--- config.mk ---
export PLATFORM = sky130hd
export DESIGN_NAME = dram_refresh_scheduler
export DESIGN_NICKNAME = d
export VERILOG_FILES = /design/src/include/refresh_pkg.sv /design/src/hw/bank_refresh_timer.sv /design/src/hw/dram_refresh_scheduler.sv
export VERILOG_INCLUDE_DIRS = /design/src /design/src/include
export SDC_FILE = /design/constraint.sdc
export NUM_CORES = 1
export LEC_CHECK = 0
export BUFFER_PORTS_ARGS = -buffer_cell sky130_fd_sc_hd__buf_2
export CORE_MARGIN = 2
export CORE_UTILIZATION = 45
export CTS_CLUSTER_DIAMETER = 60
export DETAILED_ROUTE_END_ITERATION = 16
export GPL_TIMING_DRIVEN = 0
export PLACE_DENSITY_LB_ADDON = 0.12
export SLEW_MARGIN = 20
export SYNTH_ARGS = -nofsm -noshare
export SYNTH_HDL_FRONTEND = slang
export SYNTH_HIERARCHICAL = 1
export SYNTH_SLANG_ARGS = --single-unit
--- constraint.sdc ---
create_clock -name clk -period 1.6 [get_ports clk]
set_input_delay 0.08 -clock clk [delete_from_list [all_inputs] [get_ports clk]]
set_output_delay 0.08 -clock clk [all_outputs]
set_load 0.05 [all_outputs]
--- src/include/refresh_cfg.svh ---
`ifndef REFRESH_CFG_SVH
`define REFRESH_CFG_SVH
`define CLK_PERIOD_PS      8000
`define T_PB_RFC_NS        90
`define T_AB_RFC_NS        180
`define T_PB_TO_PB_NS      90
`define CYC(ns)            (((ns) * 1000 + `CLK_PERIOD_PS - 1) / `CLK_PERIOD_PS)
`define NUM_BANKS          8
`define BANK_W             3
`define CNT_W              8
`endif

--- src/include/refresh_pkg.sv ---
package refresh_pkg;
	typedef enum logic [1:0] {
		CMD_NONE,
		CMD_PB_REFRESH,
		CMD_AB_REFRESH
	} refresh_cmd_e;
	typedef enum logic [1:0] {
		BANK_IDLE,
		BANK_ACTIVE,
		BANK_REFRESH
	} bank_state_e;
endpackage : refresh_pkg

--- src/hw/bank_refresh_timer.sv ---
`timescale 1ns/1ps
`include "refresh_cfg.svh"
// Per-bank refresh cycle counter and state
module bank_refresh_timer #(
	parameter int CNT_W = `CNT_W
) (
	input  wire logic                      clk,
	input  wire logic                      rst,
	input  wire logic                      start_pb,
	input  wire logic                      start_ab,
	input  wire logic [CNT_W-1:0]          pb_cycles,
	input  wire logic [CNT_W-1:0]          ab_cycles,
	input  wire logic                      activate,
	input  wire logic                      precharge,
	output logic                           busy,
	output refresh_pkg::bank_state_e       state
);
	logic [CNT_W-1:0] count;

	always_ff @(posedge clk or posedge rst) begin
		if (rst) begin
			count <= '0;
		end else if (start_ab) begin
			count <= ab_cycles;
		end else if (start_pb) begin
			count <= pb_cycles;
		end else if (count != '0) begin
			count <= count - CNT_W'(1);
		end
	end

	always_ff @(posedge clk or posedge rst) begin
		if (rst) begin
			state <= refresh_pkg::BANK_IDLE;
		end else if (start_pb || start_ab) begin
			state <= refresh_pkg::BANK_REFRESH;
		end else begin
			case (state)
				refresh_pkg::BANK_REFRESH: begin
					if (count == {{(CNT_W-1){1'b0}}, 1'b1}) begin
						state <= refresh_pkg::BANK_IDLE;
					end
				end
				refresh_pkg::BANK_IDLE: begin
					if (activate) begin
						state <= refresh_pkg::BANK_ACTIVE;
					end
				end
				refresh_pkg::BANK_ACTIVE: begin
					if (precharge) begin
						state <= refresh_pkg::BANK_IDLE;
					end
				end
				default: begin
					state <= refresh_pkg::BANK_IDLE;
				end
			endcase
		end
	end

	always_ff @(posedge clk or posedge rst) begin
		if (rst) begin
			busy <= 1'b0;
		end else begin
			busy <= start_pb || start_ab || (count > {{(CNT_W-1){1'b0}}, 1'b1});
		end
	end

	done_idle_a: assert property (@(posedge clk) disable iff (rst)
		(state == refresh_pkg::BANK_REFRESH && count == {{(CNT_W-1){1'b0}}, 1'b1} && !start_pb && !start_ab)
		|=> state == refresh_pkg::BANK_IDLE)
		else $error("bank not idle after refresh");
endmodule : bank_refresh_timer

--- src/hw/dram_refresh_scheduler.sv ---
`timescale 1ns/1ps
`include "refresh_cfg.svh"
module dram_refresh_scheduler #(
	parameter int NUM_BANKS = `NUM_BANKS,
	parameter int BANK_W    = `BANK_W,
	parameter int CNT_W     = `CNT_W
) (
	input  wire logic                   clk,
	input  wire logic                   rst,
	input  wire refresh_pkg::refresh_cmd_e cmd,
	input  wire logic [BANK_W-1:0]      cmd_bank,
	input  wire logic                   activate,
	input  wire logic                   precharge,
	input  wire logic [BANK_W-1:0]      access_bank,
	input  wire logic                   self_refresh_exit,
	output logic [NUM_BANKS-1:0]        bank_busy,
	output logic [NUM_BANKS-1:0]        bank_idle,
	output logic [BANK_W:0]             bank_count,
	output logic [NUM_BANKS-1:0]        bank_done,
	output logic                        all_idle
);
	localparam int               PB_N      = `CYC(`T_PB_RFC_NS);
	localparam int               AB_N      = `CYC(`T_AB_RFC_NS);
	localparam int               PB_WAIT   = PB_N + 1;
	localparam int               AB_WAIT   = AB_N + 1;
	localparam logic [CNT_W-1:0] PB_CYC    = CNT_W'(PB_N);
	localparam logic [CNT_W-1:0] AB_CYC    = CNT_W'(AB_N);
	localparam logic [BANK_W:0]  LAST_BANK = (BANK_W+1)'(NUM_BANKS - 1);
	localparam logic [BANK_W:0]  ONE_BANK  = (BANK_W+1)'(1);

	logic                    start_ab;
	logic [NUM_BANKS-1:0]    start_pb;
	logic [NUM_BANKS-1:0]    busy_w;
	logic [NUM_BANKS-1:0]    idle_w;
	refresh_pkg::bank_state_e st [NUM_BANKS];

	assign start_ab = (cmd == refresh_pkg::CMD_AB_REFRESH);

	genvar gi;
	generate
		for (gi = 0; gi < NUM_BANKS; gi++) begin : g_bank
			assign start_pb[gi] = (cmd == refresh_pkg::CMD_PB_REFRESH) && (cmd_bank == BANK_W'(gi));
			bank_refresh_timer #(.CNT_W(CNT_W)) u_timer (
				.clk       (clk),
				.rst       (rst),
				.start_pb  (start_pb[gi]),
				.start_ab  (start_ab),
				.pb_cycles (PB_CYC),
				.ab_cycles (AB_CYC),
				.activate  (activate && access_bank == BANK_W'(gi)),
				.precharge (precharge && access_bank == BANK_W'(gi)),
				.busy      (busy_w[gi]),
				.state     (st[gi])
			);
			assign idle_w[gi] = (st[gi] == refresh_pkg::BANK_IDLE);
		end
	endgenerate

	// Busy flags, one cycle behind the timers
	always_ff @(posedge clk or posedge rst) begin
		if (rst) begin
			bank_busy <= '0;
		end else begin
			bank_busy <= busy_w;
		end
	end

	// Idle flags per bank
	always_ff @(posedge clk or posedge rst) begin
		if (rst) begin
			bank_idle <= '1;
		end else begin
			bank_idle <= idle_w;
		end
	end

	// Whole-channel idle
	always_ff @(posedge clk or posedge rst) begin
		if (rst) begin
			all_idle <= 1'h1;
		end else begin
			all_idle <= &idle_w;
		end
	end

	// Bank count, cleared by sync events and by the eighth per-bank refresh
	always_ff @(posedge clk or posedge rst) begin
		if (rst) begin
			bank_count <= '0;
		end else if (start_ab || self_refresh_exit) begin
			bank_count <= '0;
		end else if (cmd == refresh_pkg::CMD_PB_REFRESH) begin
			if (bank_count == LAST_BANK) begin
				bank_count <= '0;
			end else begin
				bank_count <= bank_count + ONE_BANK;
			end
		end
	end

	// Banks refreshed in the current round
	always_ff @(posedge clk or posedge rst) begin
		if (rst) begin
			bank_done <= '0;
		end else if (start_ab || self_refresh_exit) begin
			bank_done <= '0;
		end else if (cmd == refresh_pkg::CMD_PB_REFRESH) begin
			if (bank_count == LAST_BANK) begin
				bank_done <= '0;
			end else begin
				bank_done <= bank_done | start_pb;
			end
		end
	end

	ab_sync_a: assert property (@(posedge clk) disable iff (rst)
		start_ab |=> bank_count == '0)
		else $error("bank count not cleared by all-bank refresh");
	srx_sync_a: assert property (@(posedge clk) disable iff (rst)
		self_refresh_exit |=> bank_count == '0 && bank_done == '0)
		else $error("bank count not cleared on self-refresh exit");
	ab_idle_a: assert property (@(posedge clk) disable iff (rst)
		start_ab |=> ##AB_WAIT all_idle)
		else $error("banks not idle after all-bank refresh");
	pb_busy_a: assert property (@(posedge clk) disable iff (rst)
		(cmd == refresh_pkg::CMD_PB_REFRESH && !start_ab) |=> ##1 bank_busy[$past(cmd_bank, 2)])
		else $error("refreshing bank not reported busy");
	pb_done_a: assert property (@(posedge clk) disable iff (rst)
		(start_pb[0] && !start_ab && !self_refresh_exit && !activate) |=> ##PB_WAIT bank_idle[0])
		else $error("bank 0 not idle after per-bank cycle");
	other_bank_a: assert property (@(posedge clk) disable iff (rst)
		(start_pb[0] && !start_ab) |=> ##1 !bank_busy[1] || $past(start_pb[1], 2) || $past(busy_w[1], 2))
		else $error("unrefreshed bank reported busy");
	count_bound_a: assert property (@(posedge clk) disable iff (rst)
		bank_count < (BANK_W+1)'(NUM_BANKS))
		else $error("bank count out of range");
	round_wrap_a: assert property (@(posedge clk) disable iff (rst)
		(cmd == refresh_pkg::CMD_PB_REFRESH && bank_count == (BANK_W+1)'(NUM_BANKS - 1) && !self_refresh_exit)
		|=> bank_count == '0)
		else $error("bank count failed to wrap after eight");

	ab_cov_c: cover property (@(posedge clk) disable iff (rst) start_ab ##[1:40] all_idle);
	pb_cov_c: cover property (@(posedge clk) disable iff (rst) start_pb[3] ##[1:20] bank_idle[3]);
	wrap_cov_c: cover property (@(posedge clk) disable iff (rst)
		cmd == refresh_pkg::CMD_PB_REFRESH && bank_count == (BANK_W+1)'(NUM_BANKS - 1));
	srx_cov_c: cover property (@(posedge clk) disable iff (rst) self_refresh_exit && bank_count != '0);
	act_cov_c: cover property (@(posedge clk) disable iff (rst) (|bank_busy) && activate);

	ab_block_a: assert property (@(posedge clk) disable iff (rst)
		start_ab |=> ##1 bank_busy == '1)
		else $error("banks not busy during all-bank refresh");
	done_match_a: assert property (@(posedge clk) disable iff (rst)
		$countones(bank_done) == int'(bank_count))
		else $error("refreshed-bank set disagrees with bank count");
	count_step_a: assert property (@(posedge clk) disable iff (rst)
		(cmd == refresh_pkg::CMD_PB_REFRESH && !start_ab && !self_refresh_exit && bank_count != LAST_BANK)
		|=> bank_count == $past(bank_count) + ONE_BANK)
		else $error("bank count did not step on per-bank refresh");
	idle_quiet_a: assert property (@(posedge clk) disable iff (rst)
		all_idle |-> bank_busy == '0)
		else $error("bank busy while channel idle");

	// Per-bank refresh window checks
	generate
		for (gi = 0; gi < NUM_BANKS; gi++) begin : g_check
			logic [CNT_W-1:0] busy_run;

			// Length of the current busy stretch
			always_ff @(posedge clk or posedge rst) begin
				if (rst) begin
					busy_run <= '0;
				end else if (!bank_busy[gi]) begin
					busy_run <= '0;
				end else if (busy_run != '1) begin
					busy_run <= busy_run + CNT_W'(1);
				end
			end

			pb_block_a: assert property (@(posedge clk) disable iff (rst)
				(start_pb[gi] && !start_ab) |=> ##1 bank_busy[gi][*8])
				else $error("refreshing bank released early");
			pb_release_a: assert property (@(posedge clk) disable iff (rst)
				(start_pb[gi] && !start_ab && !self_refresh_exit) |=> ##PB_WAIT (bank_idle[gi] || bank_busy[gi]))
				else $error("bank not idle after per-bank refresh");
			ab_release_a: assert property (@(posedge clk) disable iff (rst)
				start_ab |=> ##AB_WAIT (bank_idle[gi] || bank_busy[gi]))
				else $error("bank not idle after all-bank refresh");
			busy_idle_a: assert property (@(posedge clk) disable iff (rst)
				bank_busy[gi] |-> !bank_idle[gi])
				else $error("busy bank reported idle");
			act_hold_a: assert property (@(posedge clk) disable iff (rst)
				(activate && access_bank == BANK_W'(gi) && idle_w[gi] && !start_pb[gi] && !start_ab)
				|=> ##1 !bank_idle[gi])
				else $error("activated bank reported idle");
			busy_len_a: assert property (@(posedge clk) disable iff (rst)
				busy_run <= AB_CYC)
				else $error("bank busy longer than a refresh cycle");
		end
	endgenerate
endmodule : dram_refresh_scheduler

==> impl_metrics.json, run 1 <==
{
  "dr_wl_met3_um": 656,
  "vias": 6083,
  "min_period_ns": 1.59,
  "p_seq_share_pct": 37.0,
  "rsz0062_at_grt": "true",
  "wl_per_cell_um": 14.1,
  "synth_edf_count": 0,
  "startpoint_type": "flop",
  "slew_headroom_pct": 51.1,
  "switching_share_pct": 32.2,
  "die_h_um": 131,
  "status": "complete, no violations",
  "placed_cell_area_um2": 8310,
  "fp-row-count": 46,
  "avgViaCountPerCell": 4.99,
  "synthCells": 772,
  "p_int_w": 0.00824,
  "clkPwrFrac_pct": 35.4,
  "synthArstFlopShare_pct": 100,
  "synthFlopType": "dfrtp_1",
  "htree_num_levels": 4,
  "cts_buffer_depth": 2,
  "drive_gt1_share_pct": 23.2,
  "wl_um": 17200,
  "antenna_found_initial": 1,
  "cp_cell_sequence": "or3_4, o21ai_1, or3b_1, a22o_1",
  "ys_warn_count": 6,
  "route.met2.wl_um": 8200,
  "io_buffers": 40,
  "worstHoldStart": "cmd[1]",
  "remaining_drc_errors": 0,
  "ys_types": 59,
  "power_density_nw_per_um2": 1290,
  "period_share_pct": 99.2,
  "crit_slowest_cell": "dfrtp_1",
  "drt_first_pass_iters": 4,
  "post-place-cells": 1154,
  "ir_worst_vdd_mv": 0.798,
  "arrival_ns": 1.88,
  "grt_overflow_total": 0,
  "whs_ns": 0.0913,
  "fillCellCount": 1444,
  "fmax_mhz": 630,
  "path_clk_slew_ns": 0.05,
  "gp_congestion": 0.827,
  "syn-mean-instance-area_um2": 9.34,
  "clock_skew_ns": 0.00620,
  "cts_buffers": 17,
  "critical_path.startpoint": "g_bank[7].u_timer/count[4]$_DFFE_PP0P_",
  "p_comb_share_pct": 27.7,
  "yosysSeqAreaShare_pct": 40.7,
  "fp.coreArea_um2": 15800,
  "clk-insertion-delay-late_ns": 0.41,
  "top_level_ports": 42,
  "final-hold-violation-count": 0,
  "grt_pass1_vias": 5846,
  "cts_tree": "yes",
  "start_util_pct": 45.7,
  "ff_latch_area_um2": 2950,
  "fin_util_pct": 59.7,
  "required_ns": 1.90,
  "max-cap-violations": 0,
  "cts_sinks": 117,
  "die_w_um": 131,
  "drtAntennaViolNets": 0,
  "drt_iter0_drc": 368,
  "worst_slew_pin_slew_ns": 0.732,
  "setup_viol": 0,
  "area_growth_pct": 30.5,
  "fin_cells": 1220,
  "routed.top_layer": "met4",
  "synth_area_um2": 7210,
  "r2r-start": "g_bank[7].u_timer/count[4]$_DFFE_PP0P_",
  "wl_met1_um": 8280,
  "grt_max_degree": 30,
  "maxSlewViolCount": 0,
  "critPathBufInv": 0,
  "stdcell_area_um2": 9410,
  "grt_pass1_wl_um": 29200,
  "p_leak_nw": 4.05,
  "path_delay_family": "simple AND/OR/NAND/NOR gates",
  "power.total_w": 0.0122,
  "p_sw_w": 0.00392,
  "worstPathMaxFanout": 3,
  "nets": 1028,
  "grt_use_total_pct": 21.8,
  "cpPeakStageDelay_ns": 0.40,
  "critPathKind": "reg2reg",
  "dp_hpwl_um": 11900,
  "cp-end-kind": "flop",
  "dieArea_um2": 17100,
  "hold_class": "in2reg",
  "synth-seq-cells": 117,
  "multiInputGateArea_um2": 4600,
  "ctsRootBufferMaster": "clkbuf_16"
}
-- worst register-to-register path: stages (launching register included) --
cell	delay, ns
dfrtp_1	0.40
or3_4	0.40
o21ai_1	0.11
or3b_1	0.36
a22o_1	0.20
-- final cells by class --
| type | instances | area share, % |
|---|---|---|
| antenna | 1 | 0.0266 |
| buffer | 32 | 2.71 |
| clock buffer | 24 | 5.33 |
| clock inverter | 8 | 1.78 |
| inverter | 55 | 2.19 |
| multi-input combinational | 695 | 48.9 |
| sequential | 117 | 31.4 |
| tap | 216 | 2.87 |
| timing repair buffer | 72 | 4.81 |
-- timing repair --
action                                  4_1_cts  5_1_grt
resized for setup                            23       39
pin swaps                                     5       14
cloned                                        1        0
endpoints found under the setup margin       41       42
hold endpoints to repair                    110        0
hold buffers                                  4        0
buffers inserted                              6       22
-- cells by family after synthesis --
kind of cell               share of synthesized area, %
AOI/OAI and AO/OA                                  18.5
xor gates and xnor gates                           2.91
adders and majority gates                          4.34
buffers and inverters                              5.34
DFF                                                40.7
muxes                                              3.04
other                                             0.104
and+or+nand+nor                                    25.1
-- metrics by stage --
step                setup slack (ns)  TNS (ns)
finish                        0.0127         0
global placement              -0.577    -29.61
global route                 -0.0226   -0.0878
CTS                         0.000539         0
detailed placement            -0.613    -31.56
floorplan                     -0.121     -2.61
-- power groups by stage --
stage	clock network (W)	logic [W]	registers [W]
6_report	0.00430	0.00336	0.00449
5_1_grt	0.00452	0.00383	0.00462
4_1_cts	0.00439	0.00320	0.00444
3_5_place_dp	0	0.00303	0.00448
3_3_place_gp	0	0.00298	0.00448
2_1_floorplan	0	0.00242	0.00442
-- sequential cells by signal, indices dropped and copies added (netlist names) --
signal	flops
all_idle	1
bank_busy	8
bank_count	4
bank_done	8
bank_idle	8
g_bank.u_timer/busy	8
g_bank.u_timer/count	64
g_bank.u_timer/state	16
-- cells in the mapped netlist (all sizes together) (13+ instances only) --
cell type / count / area (µm²)
nor3: 49 / 297
dfrtp: 108 / 2700
mux2i: 14 / 140
buf: 18 / 126
nor4: 21 / 169
clkbuf: 14 / 52.6
a21oi: 13 / 65.1
o21ai: 46 / 230
ha: 25 / 313
xnor2: 16 / 140
and2: 14 / 87.6
a211oi: 22 / 165
inv: 55 / 206
nor2: 82 / 360
o22ai: 18 / 113
nor2b: 18 / 120
nand2: 61 / 229
-- metal layers --
| layer | vias up | GRT usage, % |
|---|---|---|
| met5 | - | 0 |
| met4 | 0 | 5.13 |
| met3 | 8 | 5.25 |
| met2 | 81 | 34.6 |
| met1 | 2883 | 30.4 |
| li1 | 3111 | - |
-- cell usage in the layout (no fill, tap or decap), types with 15 or more instances in the layout --
cell and n:
conb_1 128, dfrtp_1 96, nor2_1 68, nand2_1 61, inv_1 41, buf_2 40, buf_4 33, nor3_1 29
o21ai_0 24, ha_1 22, o21ai_1 21, o22ai_1 18, nor2b_1 17, clkbuf_16 17, nor3_2 16, xnor2_1 16
nor4_1 15
-- final timing paths --
check                      slack [ns]                                      to  depth (start not counted)
max                              0.01  g_bank[7].u_timer/count[6]$_DFFE_PP0P_                          4
min in group asynchronous        0.38  g_bank[6].u_timer/count[1]$_DFFE_PP0P_                          3
min                              0.09               bank_count[1]$_DFFE_PP0P_                          4
max reg2reg                      0.01  g_bank[7].u_timer/count[6]$_DFFE_PP0P_                          4
max in group asynchronous        0.58               bank_count[1]$_DFFE_PP0P_                          3
min reg2reg                      0.35                  bank_busy[0]$_DFF_PP0_                          0
No activity file was read; power rests on OpenSTA's default activity.
==> run 2: changes to the inputs <==
- CTS_BUF_LIST: default -> sky130_fd_sc_hd__clkbuf_16
- GPL_ROUTABILITY_DRIVEN: default -> 0
- SLEW_MARGIN: 20 -> default
==> run 2 against run 1 <==
Sequential power about the same. Register-to-register slack about the same. Combinational power about the same. Via count increased by 0.46%. Global-route usage increased by 0.14 points. Worst setup slack got worse by 0.0095 ns. Core utilization decreased by 0.13 points. Clock skew about the same. Worst hold slack got worse by 0.026 ns. Maximum frequency decreased by 0.60%. First-iteration DRC count decreased by 14%.
==> impl_metrics.json, run 2 (synthesis results as in run 1) <==
{
  "status": "complete, no violations",
  "htree_num_levels": 4,
  "fillCellCount": 1428,
  "nets": 1032,
  "route.met2.wl_um": 8110,
  "grt_max_degree": 19,
  "avgViaCountPerCell": 4.99,
  "ctsRootBufferMaster": "clkbuf_16",
  "wl_met1_um": 8450,
  "min_period_ns": 1.60,
  "ir_worst_vdd_mv": 0.812,
  "regMostFlops": "g_bank.u_timer/count",
  "max-cap-violations": 0,
  "antenna_found_initial": 1,
  "p_leak_nw": 4.03,
  "dr_wl_met3_um": 655,
  "maxSlewViolCount": 0,
  "worstPathMaxFanout": 3,
  "power_density_nw_per_um2": 1240,
  "top_level_ports": 42,
  "drt_iter0_drc": 318,
  "remaining_drc_errors": 0,
  "critPathKind": "reg2reg",
  "clk-insertion-delay-late_ns": 0.42,
  "cp_cell_sequence": "or3_4, o21ai_1, or3b_1, a22o_1",
  "cts_sinks": 117,
  "cpPeakStageDelay_ns": 0.42,
  "vias": 6111,
  "ff_latch_area_um2": 2950,
  "arrival_ns": 1.91,
  "pre_cts_slack_ns": -0.588,
  "fp.coreArea_um2": 15800,
  "cts_buffers": 17,
  "path_clk_slew_ns": 0.06,
  "wl_um": 17500,
  "crit_slowest_cell": "dfrtp_2",
  "worst_slew_pin_slew_ns": 0.768,
  "largest_registers": "g_bank.u_timer/count x64, g_bank.u_timer/state x16",
  "grt_use_total_pct": 22.0,
  "critPathBufInv": 0,
  "wl_per_cell_um": 14.3,
  "grt_pass1_vias": 5755,
  "clock_skew_ns": 0.00590,
  "drive_gt1_share_pct": 23.1,
  "grt_pass1_wl_um": 29200,
  "cts_tree": "yes",
  "drt_first_pass_iters": 5,
  "tns_ns": 0,
  "cp-end-kind": "flop",
  "cts_buffer_depth": 2,
  "final_cell_mix": "conb_1, dfrtp_1, nor2_1, nand2_1, inv_1",
  "multiInputGateArea_um2": 4600,
  "hold_class": "in2reg",
  "path_delay_family": "simple AND/OR/NAND/NOR gates",
  "dp_hpwl_um": 11900,
  "period_share_pct": 99.8,
  "start_util_pct": 45.7,
  "setup_ws_ns": 0.00324,
  "io_buffers": 40,
  "die_w_um": 131,
  "slew_headroom_pct": 48.8,
  "dieArea_um2": 17100,
  "grt_overflow_total": 0,
  "fp-row-count": 46,
  "startpoint_type": "flop",
  "rsz0062_at_grt": "true",
  "whs_ns": 0.0655,
  "drtAntennaViolNets": 0,
  "power.total_w": 0.0117,
  "area_growth_pct": 30.2,
  "required_ns": 1.91,
  "routed.top_layer": "met4",
  "largest_reg_flops": 64,
  "fmax_mhz": 626,
  "final-hold-violation-count": 0,
  "die_h_um": 131,
  "final_common_cell": "conb_1",
  "setup_viol": 0
}
-- run 2: changes by cell type in the layout (fill, tap and decap cells not counted), moves of 3 or more --
cell | previous run | this run
clkbuf_8 | 5 | 0
inv_2 | 14 | 11
clkinvlp_4 | 1 | 5
inv_1 | 41 | 44
buf_4 | 33 | 36
-- run 2: stage by stage --
| stage | utilization (%) | std cells | area [µm²] |
|---|---|---|---|
| final | 59.5 | 1224 | 9390 |
| after CTS | 57.9 | 1204 | 9130 |
| after detailed placement | 52.8 | 1155 | 8330 |
| after global placement | 52.7 | 1154 | 8310 |
| after floorplan | - | 898 | 7840 |
| after global routing | 59.5 | 1223 | 9390 |
-- run 2: final timing paths --
check                                                             from                                     end  slack, ns  depth (start not counted)
worst max-delay path            g_bank[7].u_timer/count[2]$_DFFE_PP0P_  g_bank[7].u_timer/count[6]$_DFFE_PP0P_      0.003                          4
worst min-delay path                                            cmd[1]               bank_count[1]$_DFFE_PP0P_       0.07                          4
worst max register to register  g_bank[7].u_timer/count[2]$_DFFE_PP0P_  g_bank[7].u_timer/count[6]$_DFFE_PP0P_      0.003                          4
worst min register to register        g_bank[6].u_timer/busy$_DFF_PP0_                  bank_busy[6]$_DFF_PP0_       0.35                          0
max in group asynchronous                                          rst                  bank_idle[3]$_DFF_PP1_       0.48                          4
min in group asynchronous                                          rst  g_bank[4].u_timer/state[0]$_DFFE_PP0P_       0.35                          3
-- run 2: repair_timing --
action	CTS	global route
setup buffers	13	19
resized for setup	23	37
setup endpoints to repair	36	43
pin swaps	4	13
hold buffers	3	0
endpoints found under the hold margin	97	0
gates cloned	1	0
-- run 2: tightest hold or removal path: stages --
cell     delay, ns
buf_8         0.11
nor2_1        0.08
a22oi_1       0.08
nor2_1        0.08
-- run 2: final cells by class --
class,instances,share of cell area [%]
multi-input combinational,695,49.0
inverter,55,2.20
tap,216,2.88
buffer,32,2.70
clock inverter,15,1.75
clock buffer,17,4.53
antenna,1,0.0266
sequential,117,31.5
timing repair buffer,76,5.50
-- run 2: power breakdown --
part           total (W)  leakage [nW]  switching, W  internal [W]
Combinational    0.00338          2.44       0.00172       0.00166
Clock            0.00382         0.276       0.00140       0.00242
Sequential       0.00449          1.32      0.000875       0.00361
-- run 2: layer usage --
metal | vias up | track usage, %
li1 | 3120 | -
met1 | 2876 | 30.2
met2 | 93 | 34.2
met3 | 22 | 4.89
met4 | 0 | 7.95
met5 | - | 0
